## config.mk

```make
export PLATFORM = sky130hd
export DESIGN_NAME = rfsm_top
export DESIGN_NICKNAME = d
export VERILOG_FILES = /design/src/rfsm_pkg.sv /design/src/rfsm_sync.sv /design/src/rfsm_sticky.sv /design/src/rfsm_top.sv
export SDC_FILE = /design/constraint.sdc
export NUM_CORES = 1
export LEC_CHECK = 0
export BUFFER_PORTS_ARGS = -buffer_cell sky130_fd_sc_hd__buf_2
export CORE_ASPECT_RATIO = 0.75
export CORE_UTILIZATION = 58
export DETAILED_ROUTE_END_ITERATION = 10
export PLACE_DENSITY = 0.79
export SLEW_MARGIN = 40
export SYNTH_ARGS = -nofsm -noshare
export SYNTH_HDL_FRONTEND = slang
export SYNTH_SLANG_ARGS = --single-unit
```

## constraint.sdc

```tcl
create_clock -name ref_clk -period 1.9 [get_ports ref_clk]
set_input_delay 0.475 -clock ref_clk [delete_from_list [all_inputs] [get_ports ref_clk]]
set_output_delay 0.475 -clock ref_clk [all_outputs]
set_load 0.05 [all_outputs]
```

## src/rfsm_pkg.sv

```systemverilog
// Package with register map, reset values and field positions of the fault status bank.
package rfsm_pkg;
  localparam int ADDR_W = 8;
  localparam int DATA_W = 8;
  localparam int NUM_TYPES = 4;
  localparam logic [7:0] OFS_REF_FAULT_ISR = 8'h02;
  localparam logic [7:0] OFS_INPUT23_FAULT_LATCH = 8'h06;
  localparam logic [7:0] OFS_INPUT01_FAULT_LATCH = 8'h07;
  localparam logic [7:0] OFS_INPUT23_FAULT_ENABLE = 8'h08;
  localparam logic [7:0] OFS_INPUT01_FAULT_ENABLE = 8'h09;
  localparam logic [7:0] OFS_FAULT_CLEAR = 8'h20;
  localparam logic [7:0] OFS_IRQ_ENABLE = 8'h21;
  localparam logic [7:0] OFS_GPIO_SEL01 = 8'h22;
  localparam logic [7:0] OFS_GPIO_SEL23 = 8'h23;
  localparam logic [7:0] RST_LATCH = 8'h00;
  localparam logic [7:0] RST_FAULT_ENABLE = 8'h66;
  localparam logic [7:0] RST_IRQ_ENABLE = 8'h00;
  localparam logic [7:0] RST_GPIO_SEL = 8'h00;
  localparam int BIT_ABSENT = 0;
  localparam int BIT_ONE_PERIOD = 1;
  localparam int BIT_ROUGH_RATE = 2;
  localparam int BIT_QUALIFY = 3;
  localparam int LO_FIELD = 0;
  localparam int HI_FIELD = 4;
endpackage

```

## src/rfsm_sync.sv

```systemverilog
// Two-flop synchroniser for a bus of pin levels.
`timescale 1ns/1ns
`default_nettype none
module rfsm_sync #(
  parameter int WIDTH = 8
) (
  input wire logic ref_clk,
  input wire logic rstn,
  input wire logic [WIDTH-1:0] async_in,
  output logic [WIDTH-1:0] sync_out
);
  logic [WIDTH-1:0] meta_r;
  always_ff @(posedge ref_clk or negedge rstn)
  begin
    if (!rstn)
    begin
      meta_r <= '0;
      sync_out <= '0;
    end
    else
    begin
      meta_r <= async_in;
      sync_out <= meta_r;
    end
  end
endmodule
`default_nettype wire

```

## src/rfsm_sticky.sv

```systemverilog
// Sticky flag bank where a hardware set wins over a software clear.
`timescale 1ns/1ns
`default_nettype none
module rfsm_sticky #(
  parameter int WIDTH = 8
) (
  input wire logic ref_clk,
  input wire logic rstn,
  input wire logic [WIDTH-1:0] set_in,
  input wire logic [WIDTH-1:0] clr_in,
  output logic [WIDTH-1:0] flag_r
);
  logic [WIDTH-1:0] flag_nxt;
  assign flag_nxt = (flag_r & ~clr_in) | set_in;
  always_ff @(posedge ref_clk or negedge rstn)
  begin
    if (!rstn)
      flag_r <= '0;
    else
      flag_r <= flag_nxt;
  end
endmodule
`default_nettype wire

```

## src/rfsm_top.sv

```systemverilog
// Reference fault status bank: sticky latches, fault enables, interrupt status and pin select.
//
// Functional notes
// Input 0 absent flag sets on loss pin
// Loss input chosen from any general pin
// Input 0 one-period flag on single-cycle fault
// Input 0 rough-rate flag on frequency fault
// Input 0 qualify flag on timer expiry
// Input 1 flags in bits 4 to 7
// Latch flags set regardless of enables
// Input 2 enables in bits 3:0
// Enable zero disables, one enables
// Disabled fault kept out of status 0x02
// Enables never touch latch at 0x06
// Input 3 enables in bits 7:4
// Inputs 2 and 3 latched at 0x06
// Flags hold until software clears them
`timescale 1ns/1ns
`default_nettype none
module rfsm_top #(
  parameter int NUM_GPIO = 8,
  parameter int SEL_W = 3
) (
  input wire logic ref_clk,
  input wire logic rstn,
  input wire logic [NUM_GPIO-1:0] gpio_in,
  input wire logic [3:0] one_period_fail,
  input wire logic [3:0] rough_rate_fail,
  input wire logic [3:0] qualify_expired,
  input wire logic [7:0] addr,
  input wire logic [7:0] wdata,
  input wire logic wr,
  input wire logic rd,
  output logic [7:0] rdata,
  output logic irq
);
  // --------------------------------------------------------------
  // Pin synchronisation and loss-input selection
  // --------------------------------------------------------------
  logic [NUM_GPIO-1:0] gpio_s;
  logic [3:0] one_period_s;
  logic [3:0] rough_rate_s;
  logic [3:0] qualify_s;
  logic [7:0] gpio_sel01_r;
  logic [7:0] gpio_sel23_r;
  logic [3:0] absent_lvl;
  logic [3:0] absent_prev_r;
  logic [3:0] absent_rise;

  rfsm_sync #(.WIDTH(NUM_GPIO + 12)) u_sync (
    .ref_clk(ref_clk),
    .rstn(rstn),
    .async_in({gpio_in, one_period_fail, rough_rate_fail, qualify_expired}),
    .sync_out({gpio_s, one_period_s, rough_rate_s, qualify_s})
  );

  function automatic logic pick_pin(input logic [NUM_GPIO-1:0] pins,
                                    input logic [SEL_W-1:0] sel);
    pick_pin = pins[sel];
  endfunction

  assign absent_lvl[0] = pick_pin(gpio_s, gpio_sel01_r[SEL_W-1:0]);
  assign absent_lvl[1] = pick_pin(gpio_s, gpio_sel01_r[4 +: SEL_W]);
  assign absent_lvl[2] = pick_pin(gpio_s, gpio_sel23_r[SEL_W-1:0]);
  assign absent_lvl[3] = pick_pin(gpio_s, gpio_sel23_r[4 +: SEL_W]);
  assign absent_rise = absent_lvl & ~absent_prev_r;

  always_ff @(posedge ref_clk or negedge rstn)
  begin
    if (!rstn)
      absent_prev_r <= 4'h0;
    else
      absent_prev_r <= absent_lvl;
  end

  // --------------------------------------------------------------
  // Event vectors, one nibble per input
  // --------------------------------------------------------------
  logic [15:0] fault_ev;
  genvar gi;
  generate
    for (gi = 0; gi < 4; gi++)
    begin : g_ev
      assign fault_ev[gi*4 + rfsm_pkg::BIT_ABSENT] = absent_rise[gi];
      assign fault_ev[gi*4 + rfsm_pkg::BIT_ONE_PERIOD] = one_period_s[gi];
      assign fault_ev[gi*4 + rfsm_pkg::BIT_ROUGH_RATE] = rough_rate_s[gi];
      assign fault_ev[gi*4 + rfsm_pkg::BIT_QUALIFY] = qualify_s[gi];
    end
  endgenerate

  // --------------------------------------------------------------
  // Register decode
  // --------------------------------------------------------------
  logic wr_clear;
  logic wr_en01;
  logic wr_en23;
  logic wr_irq_en;
  logic wr_sel01;
  logic wr_sel23;
  logic rd_isr;
  assign wr_clear = wr && (addr == rfsm_pkg::OFS_FAULT_CLEAR);
  assign wr_en01 = wr && (addr == rfsm_pkg::OFS_INPUT01_FAULT_ENABLE);
  assign wr_en23 = wr && (addr == rfsm_pkg::OFS_INPUT23_FAULT_ENABLE);
  assign wr_irq_en = wr && (addr == rfsm_pkg::OFS_IRQ_ENABLE);
  assign wr_sel01 = wr && (addr == rfsm_pkg::OFS_GPIO_SEL01);
  assign wr_sel23 = wr && (addr == rfsm_pkg::OFS_GPIO_SEL23);
  assign rd_isr = rd && (addr == rfsm_pkg::OFS_REF_FAULT_ISR);

  // --------------------------------------------------------------
  // Sticky latches and enables
  // --------------------------------------------------------------
  logic [7:0] input01_fault_latch;
  logic [7:0] input23_fault_latch;
  logic [7:0] input01_fault_enable_r;
  logic [7:0] input23_fault_enable_r;
  logic [7:0] irq_enable_r;
  logic [15:0] latch_clr;
  logic [15:0] latch_all;
  // Clear register bit0 clears input01 latch, bit1 input23 latch.
  assign latch_clr = {{8{wr_clear & wdata[1]}}, {8{wr_clear & wdata[0]}}};

  // Latches are fed straight from events; enables never enter here.
  rfsm_sticky #(.WIDTH(16)) u_latch (
    .ref_clk(ref_clk),
    .rstn(rstn),
    .set_in(fault_ev),
    .clr_in(latch_clr),
    .flag_r(latch_all)
  );
  assign input01_fault_latch = latch_all[7:0];
  assign input23_fault_latch = latch_all[15:8];

  always_ff @(posedge ref_clk or negedge rstn)
  begin
    if (!rstn)
    begin
      input01_fault_enable_r <= rfsm_pkg::RST_FAULT_ENABLE;
      input23_fault_enable_r <= rfsm_pkg::RST_FAULT_ENABLE;
      irq_enable_r <= rfsm_pkg::RST_IRQ_ENABLE;
      gpio_sel01_r <= rfsm_pkg::RST_GPIO_SEL;
      gpio_sel23_r <= rfsm_pkg::RST_GPIO_SEL;
    end
    else
    begin
      if (wr_en01)
        input01_fault_enable_r <= wdata;
      if (wr_en23)
        input23_fault_enable_r <= wdata;
      if (wr_irq_en)
        irq_enable_r <= {4'h0, wdata[3:0]};
      if (wr_sel01)
        gpio_sel01_r <= wdata;
      if (wr_sel23)
        gpio_sel23_r <= wdata;
    end
  end

  // --------------------------------------------------------------
  // Reference fault interrupt status, one bit per input
  // --------------------------------------------------------------
  logic [15:0] enables_all;
  logic [15:0] gated_ev;
  logic [3:0] isr_set;
  logic [3:0] isr_clr;
  logic [3:0] isr_r;
  logic irq_nxt;
  assign enables_all = {input23_fault_enable_r, input01_fault_enable_r};
  assign gated_ev = fault_ev & enables_all;
  generate
    for (gi = 0; gi < 4; gi++)
    begin : g_isr
      assign isr_set[gi] = |gated_ev[gi*4 +: 4];
    end
  endgenerate
  // Reading the interrupt status clears it; a coincident event wins.
  assign isr_clr = {4{rd_isr}};

  rfsm_sticky #(.WIDTH(4)) u_isr (
    .ref_clk(ref_clk),
    .rstn(rstn),
    .set_in(isr_set),
    .clr_in(isr_clr),
    .flag_r(isr_r)
  );

  assign irq_nxt = |(isr_r & irq_enable_r[3:0]);

  // --------------------------------------------------------------
  // Read data and interrupt output
  // --------------------------------------------------------------
  logic [7:0] rdata_nxt;
  assign rdata_nxt =
    !rd ? 8'h00 :
    (addr == rfsm_pkg::OFS_REF_FAULT_ISR) ? {4'h0, isr_r} :
    (addr == rfsm_pkg::OFS_INPUT23_FAULT_LATCH) ? input23_fault_latch :
    (addr == rfsm_pkg::OFS_INPUT01_FAULT_LATCH) ? input01_fault_latch :
    (addr == rfsm_pkg::OFS_INPUT23_FAULT_ENABLE) ? input23_fault_enable_r :
    (addr == rfsm_pkg::OFS_INPUT01_FAULT_ENABLE) ? input01_fault_enable_r :
    (addr == rfsm_pkg::OFS_IRQ_ENABLE) ? irq_enable_r :
    (addr == rfsm_pkg::OFS_GPIO_SEL01) ? gpio_sel01_r :
    (addr == rfsm_pkg::OFS_GPIO_SEL23) ? gpio_sel23_r :
    8'h00;

  always_ff @(posedge ref_clk or negedge rstn)
  begin
    if (!rstn)
    begin
      rdata <= 8'h00;
      irq <= 1'b0;
    end
    else
    begin
      rdata <= rdata_nxt;
      irq <= irq_nxt;
    end
  end

  // --------------------------------------------------------------
  // Assertions
  // --------------------------------------------------------------
  a_absent_sets: assert property (@(posedge ref_clk) disable iff (!rstn)
    absent_rise[0] |=> input01_fault_latch[0])
    else $error("input0 absent flag not set");
  a_sel_routes: assert property (@(posedge ref_clk) disable iff (!rstn)
    (gpio_sel01_r[SEL_W-1:0] == 3'd0) |-> (absent_lvl[0] == gpio_s[0]))
    else $error("loss pin select wrong");
  a_one_period: assert property (@(posedge ref_clk) disable iff (!rstn)
    one_period_s[0] |=> input01_fault_latch[1])
    else $error("one-period flag not set");
  a_rough_rate: assert property (@(posedge ref_clk) disable iff (!rstn)
    rough_rate_s[0] |=> input01_fault_latch[2])
    else $error("rough-rate flag not set");
  a_qualify_timer: assert property (@(posedge ref_clk) disable iff (!rstn)
    qualify_s[0] |=> input01_fault_latch[3])
    else $error("qualify flag not set");
  a_input1_period: assert property (@(posedge ref_clk) disable iff (!rstn)
    one_period_s[1] |=> input01_fault_latch[5])
    else $error("input1 one-period flag not set");
  a_input1_qualify: assert property (@(posedge ref_clk) disable iff (!rstn)
    qualify_s[1] |=> input01_fault_latch[7])
    else $error("input1 qualify flag not set");
  a_unmasked_latch: assert property (@(posedge ref_clk) disable iff (!rstn)
    (rough_rate_s[2] && !input23_fault_enable_r[2]) |=> input23_fault_latch[2])
    else $error("latch suppressed by enable");
  a_mask_gates: assert property (@(posedge ref_clk) disable iff (!rstn)
    (!input23_fault_enable_r[4] && !input23_fault_enable_r[5] && !input23_fault_enable_r[6]
     && !input23_fault_enable_r[7] && rd_isr) |=> !isr_r[3])
    else $error("disabled fault reached status");
  a_sticky_hold: assert property (@(posedge ref_clk) disable iff (!rstn)
    (input01_fault_latch[1] && !(wr_clear && wdata[0])) |=> input01_fault_latch[1])
    else $error("flag dropped without clear");
  a_read_data: assert property (@(posedge ref_clk) disable iff (!rstn)
    (rd && addr == rfsm_pkg::OFS_INPUT23_FAULT_ENABLE && !wr_en23)
      |=> (rdata == $past(input23_fault_enable_r)))
    else $error("enable readback wrong");

  // --------------------------------------------------------------
  // Latch, pin select, status, interrupt and enable assertions
  // --------------------------------------------------------------
  // The remaining input 1 flags are checked one kind at a time.
  a_input1_absent: assert property (@(posedge ref_clk) disable iff (!rstn)
    absent_rise[1] |=> input01_fault_latch[4])
    else $error("input1 absent flag not set");
  a_input1_rough: assert property (@(posedge ref_clk) disable iff (!rstn)
    rough_rate_s[1] |=> input01_fault_latch[6])
    else $error("input1 rough-rate flag not set");
  a_sel_input1: assert property (@(posedge ref_clk) disable iff (!rstn)
    absent_lvl[1] == gpio_s[gpio_sel01_r[4 +: SEL_W]])
    else $error("input1 loss pin select wrong");
  a_sel_input2: assert property (@(posedge ref_clk) disable iff (!rstn)
    absent_lvl[2] == gpio_s[gpio_sel23_r[SEL_W-1:0]])
    else $error("input2 loss pin select wrong");
  // A latch bit only rises on an event and only falls on a clear.
  a_absent_quiet: assert property (@(posedge ref_clk) disable iff (!rstn)
    (!absent_rise[0] && !input01_fault_latch[0])
      |=> !input01_fault_latch[0])
    else $error("input0 absent flag set without rising pin");
  a_input01_all: assert property (@(posedge ref_clk) disable iff (!rstn)
    (fault_ev[7:0] != 8'h00)
      |=> ((input01_fault_latch & $past(fault_ev[7:0])) == $past(fault_ev[7:0])))
    else $error("input01 event lost from latch");
  a_input23_all: assert property (@(posedge ref_clk) disable iff (!rstn)
    (fault_ev[15:8] != 8'h00)
      |=> ((input23_fault_latch & $past(fault_ev[15:8])) == $past(fault_ev[15:8])))
    else $error("input23 event lost from latch");
  a_enable_no_touch: assert property (@(posedge ref_clk) disable iff (!rstn)
    ((wr_en23 || wr_en01) && (fault_ev == 16'h0000) && !wr_clear)
      |=> (latch_all == $past(latch_all)))
    else $error("enable write changed a latch");
  a_latch_ro: assert property (@(posedge ref_clk) disable iff (!rstn)
    (wr && (addr == rfsm_pkg::OFS_INPUT01_FAULT_LATCH) && (fault_ev[7:0] == 8'h00))
      |=> (input01_fault_latch == $past(input01_fault_latch)))
    else $error("write to latch changed it");
  a_clear01: assert property (@(posedge ref_clk) disable iff (!rstn)
    (wr_clear && wdata[0] && (fault_ev[7:0] == 8'h00))
      |=> (input01_fault_latch == 8'h00))
    else $error("input01 latch not cleared");
  a_clear23: assert property (@(posedge ref_clk) disable iff (!rstn)
    (wr_clear && wdata[1] && (fault_ev[15:8] == 8'h00))
      |=> (input23_fault_latch == 8'h00))
    else $error("input23 latch not cleared");
  a_clear_other: assert property (@(posedge ref_clk) disable iff (!rstn)
    (wr_clear && !wdata[1])
      |=> ((input23_fault_latch & $past(input23_fault_latch)) == $past(input23_fault_latch)))
    else $error("input23 latch lost without its clear");
  a_set_wins: assert property (@(posedge ref_clk) disable iff (!rstn)
    (wr_clear && wdata[0] && one_period_s[0])
      |=> input01_fault_latch[1])
    else $error("clear beat a coincident fault");

  // Every enabled fault of an input must reach its status bit.
  generate
    for (gi = 0; gi < 4; gi++)
    begin : g_isr_chk
      a_isr_sets: assert property (@(posedge ref_clk) disable iff (!rstn)
        (|(fault_ev[gi*4 +: 4] & enables_all[gi*4 +: 4])) |=> isr_r[gi])
        else $error("enabled fault missed status");
    end
  endgenerate

  a_isr_blocked2: assert property (@(posedge ref_clk) disable iff (!rstn)
    (((fault_ev[11:8] & input23_fault_enable_r[3:0]) == 4'h0) && rd_isr)
      |=> !isr_r[2])
    else $error("disabled input2 fault reached status");
  a_isr_input3: assert property (@(posedge ref_clk) disable iff (!rstn)
    ((fault_ev[15:12] & input23_fault_enable_r[7:4]) != 4'h0)
      |=> isr_r[3])
    else $error("enabled input3 fault missed status");
  a_isr_holds: assert property (@(posedge ref_clk) disable iff (!rstn)
    ((isr_r != 4'h0) && !rd_isr)
      |=> ((isr_r & $past(isr_r)) == $past(isr_r)))
    else $error("status bit dropped without read");
  // The interrupt line follows the enabled status bits one cycle later.
  a_irq_level: assert property (@(posedge ref_clk) disable iff (!rstn)
    ((isr_r & irq_enable_r[3:0]) != 4'h0) |=> irq)
    else $error("interrupt missing");
  a_irq_quiet: assert property (@(posedge ref_clk) disable iff (!rstn)
    ((isr_r & irq_enable_r[3:0]) == 4'h0) |=> !irq)
    else $error("interrupt without enabled status");
  a_enable_write: assert property (@(posedge ref_clk) disable iff (!rstn)
    wr_en23 |=> (input23_fault_enable_r == $past(wdata)))
    else $error("input23 enable write lost");
  a_enable01_write: assert property (@(posedge ref_clk) disable iff (!rstn)
    wr_en01 |=> (input01_fault_enable_r == $past(wdata)))
    else $error("input01 enable write lost");
endmodule
`default_nettype wire

```

==> flow_metrics.tcl <==
set metrics [dict create \
    fin_hold_ws_ns 0.0328 \
    yosysTopAreaCell "dfrtp_1" \
    worstPathRequired_ns 2.17 \
    worst_pin_slew_ns 0.458 \
    grt_pass1_vias 2976 \
    ir_worst_vdd_v 0.000655 \
    via_per_inst 6.04 \
    crit_fanout 4 \
    nets 419 \
    dp.cells 463 \
    relSlewSlack_pct 69.4 \
    clk_latency_ns 0.38 \
    max_clock_freq_ghz 0.528 \
    syn_avg_cell_area_um2 15.1 \
    core-area_um2 7430 \
    swShare_pct 25.0 \
    synth_area_leaders "dfrtp_1 56%, mux2_2 11%, dfstp_2 4.7%, mux4_1 4.7%, mux2i_1 2.9%" \
    clkSinkCount 109 \
    instances_no_fill 485 \
    max_stage_delay_ns 0.58 \
    netlist_instances 298 \
    cts_hold_buffers 0 \
    power_density_nw_per_um2 829 \
    dieArea_um2 8110 \
    ios 49 \
    grt_pass1_wl_um 15800 \
    r2r_slack_ns 0.007 \
    vias 2928 \
    portBuffers 48 \
    wl_um 9890 \
    cts_tree "built" \
    postLayoutCellArea_um2 5260 \
    grt_overflow 0 \
    total_power_w 0.00436 \
    path_cells "mux4_1, mux2_2, nor2b_4, a221o_1" \
    dr.pass1.iters 4 \
    drive_above_1_share_pct 43.2 \
    placed_area_um2 5030 \
    maxCapViolCount 0 \
    final_max_slew_viol_count 0 \
    ff2ff_path_depth 4 \
    cp-start-kind "flop" \
    final.setup_skew_ns 0.00794 \
    setup_viol 0 \
    r2r_start "gpio_sel01_r[4]" \
    pwr-share-clk_pct 32.0 \
    power.switching_w 0.00109 \
    ant_nets 0 \
    seqPwrFrac_pct 58.6 \
    p_int_w 0.00327 \
    syn_nets 338 \
    syn_to_final_growth_pct 17.2 \
    clockBufferDepth 2 \
    grt_max_degree 43 \
    hpwl_um 7320 \
    hold_viol 0 \
    cts-root-buf "clkbuf_8" \
    finalCritPeriodShare_pct 99.6 \
    gp_routability_congestion 0.897 \
    layout_common_cells "101 x dfrtp_1, 47 x buf_2, 43 x mux2_2" \
    synth_warnings 0 \
    leakage_nw 2.41 \
    start_util_pct 60.5 \
    worstSetupStartpoint "gpio_sel01_r[4]" \
    ys_seq_area_share_pct 60.9 \
    combPwrFrac_pct 9.5 \
    synth-edff-count 0 \
    die_h_um 78.2 \
    drtIter0Drc 212 \
    antennaDiodeCount 0 \
    netlist_area_um2 4490 \
    arrival_ns 2.16 \
    cpMaxStageDelayCell "mux4_1" \
    post-route-drc-count 0 \
    antenna_found_initial 0 \
    grt.total_usage_pct 26.3 \
    die_w_um 104 \
    period_minus_slack_ns 1.89 \
    hold_path_class "in2async" \
    status "completed" \
    final_common_cell "dfrtp_1" \
    ys_async_sr_fraction_pct 100 \
    fin_util_pct 70.8 \
    critical_path_buf_inv_count 0 \
    r2r-end "u_isr.flag_r[1]" \
    path_depth 4 \
    path_class "reg2reg" \
    htreeDepth 3 \
    synth_top_area_share_pct 56.3 \
    post_drt_wl_per_cell_um 20.4 \
    critPathCaptureType "flop" \
    cpLargestDelayFamily "multiplexers" \
    ys_types 52 \
    path_clk_slew_ns 0.10 \
    ys_ff_latch 109 \
    synth_flop_cell "dfrtp_1" \
    numCtsBuffers 9 \
    rows 27 \
]
==> cells by family (layout without fill, tap and decap cells) <==
| group | after synthesis | count (layout) | share of synthesized area, % |
|---|---|---|---|
| flops | 109 | 109 | 60.9 |
| mux | 64 | 64 | 18.4 |
| compound gates | 60 | 60 | 10.4 |
| simple gates | 49 | 49 | 8.86 |
| buf+inv | 16 | 102 | 1.50 |
==> power groups by stage <==
stage	sequential, W	clock (W)	combinational, W
finish	0.00255	0.00139	0.000413
global route	0.00257	0.00151	0.000447
CTS	0.00255	0.00143	0.000405
detailed placement	0.00260	0	0.000401
global placement	0.00259	0	0.000390
floorplan	0.00258	0	0.000205
==> flip-flops by register name, indices dropped and copies added (netlist names) <==
name / flops
irq_enable_r: 4
input23_fault_enable_r: 8
rdata: 8
u_sync.sync_out: 20
input01_fault_enable_r: 8
gpio_sel23_r: 8
irq: 1
absent_prev_r: 4
gpio_sel01_r: 8
u_latch.flag_r: 16
u_isr.flag_r: 4
u_sync.meta_r: 20
==> worst max-delay path by stage <==
stage,end,slack (ns)
2_1_floorplan,u_isr.flag_r[3],0.06
4_1_cts,u_isr.flag_r[2],0.005
5_1_grt,u_isr.flag_r[1],-0.01
3_3_place_gp,rdata[7],-0.16
6_report,u_isr.flag_r[1],0.007
3_5_place_dp,u_isr.flag_r[0],-0.26
==> stage by stage <==
| step | TNS [ns] | setup WS, ns |
|---|---|---|
| global route | -0.0205 | -0.0144 |
| finish | 0 | 0.00695 |
| detailed placement | -4.35 | -0.259 |
| CTS | 0 | 0.00502 |
| floorplan | 0 | 0.0621 |
| global placement | -2.54 | -0.159 |
==> final cells by class <==
class                           instances  area (um2)
Inverter                                7        26.3
Clock inverter                          6        72.6
Multi-Input combinational cell        173        1670
Sequential cell                       109        2740
Clock buffer                           10         128
Timing Repair Buffer                   79         500
Fill cell                             521        2170
Tap cell                              101         126
==> worst register-to-register path, cell delays in order (launching register included) <==
cell and delay, ns:
dfrtp_1 0.44, mux4_1 0.58, mux2_2 0.30, nor2b_4 0.13, a221o_1 0.34
==> cells in the mapped netlist, types with 3 or more instances <==
master	instances
o21ai_0	8
dfstp_2	8
nor2_1	4
nand2_1	8
a221o_1	4
o22ai_1	3
buf_2	4
o2bb2ai_1	4
inv_1	6
nor2b_4	4
a222oi_1	4
dfrtp_1	101
mux4_1	8
nor3_1	3
a221oi_1	6
a21o_1	16
nand3_1	4
mux2i_1	13
mux2_2	43
nor2b_1	3
buf_1	3
==> repair_timing <==
action | 4_1_cts | 5_1_grt
setup buffers | 1 | 5
gates resized for setup | 0 | 4
endpoints found under the setup margin | 1 | 4
==> routing by layer <==
layer  global-route usage, %  share of wire (%)
met5                       0                  0
met4                    7.39                1.5
met3                    6.81                5.6
met2                    41.2                 47
met1                    36.7                 46
(Power assumes the default switching activity.)
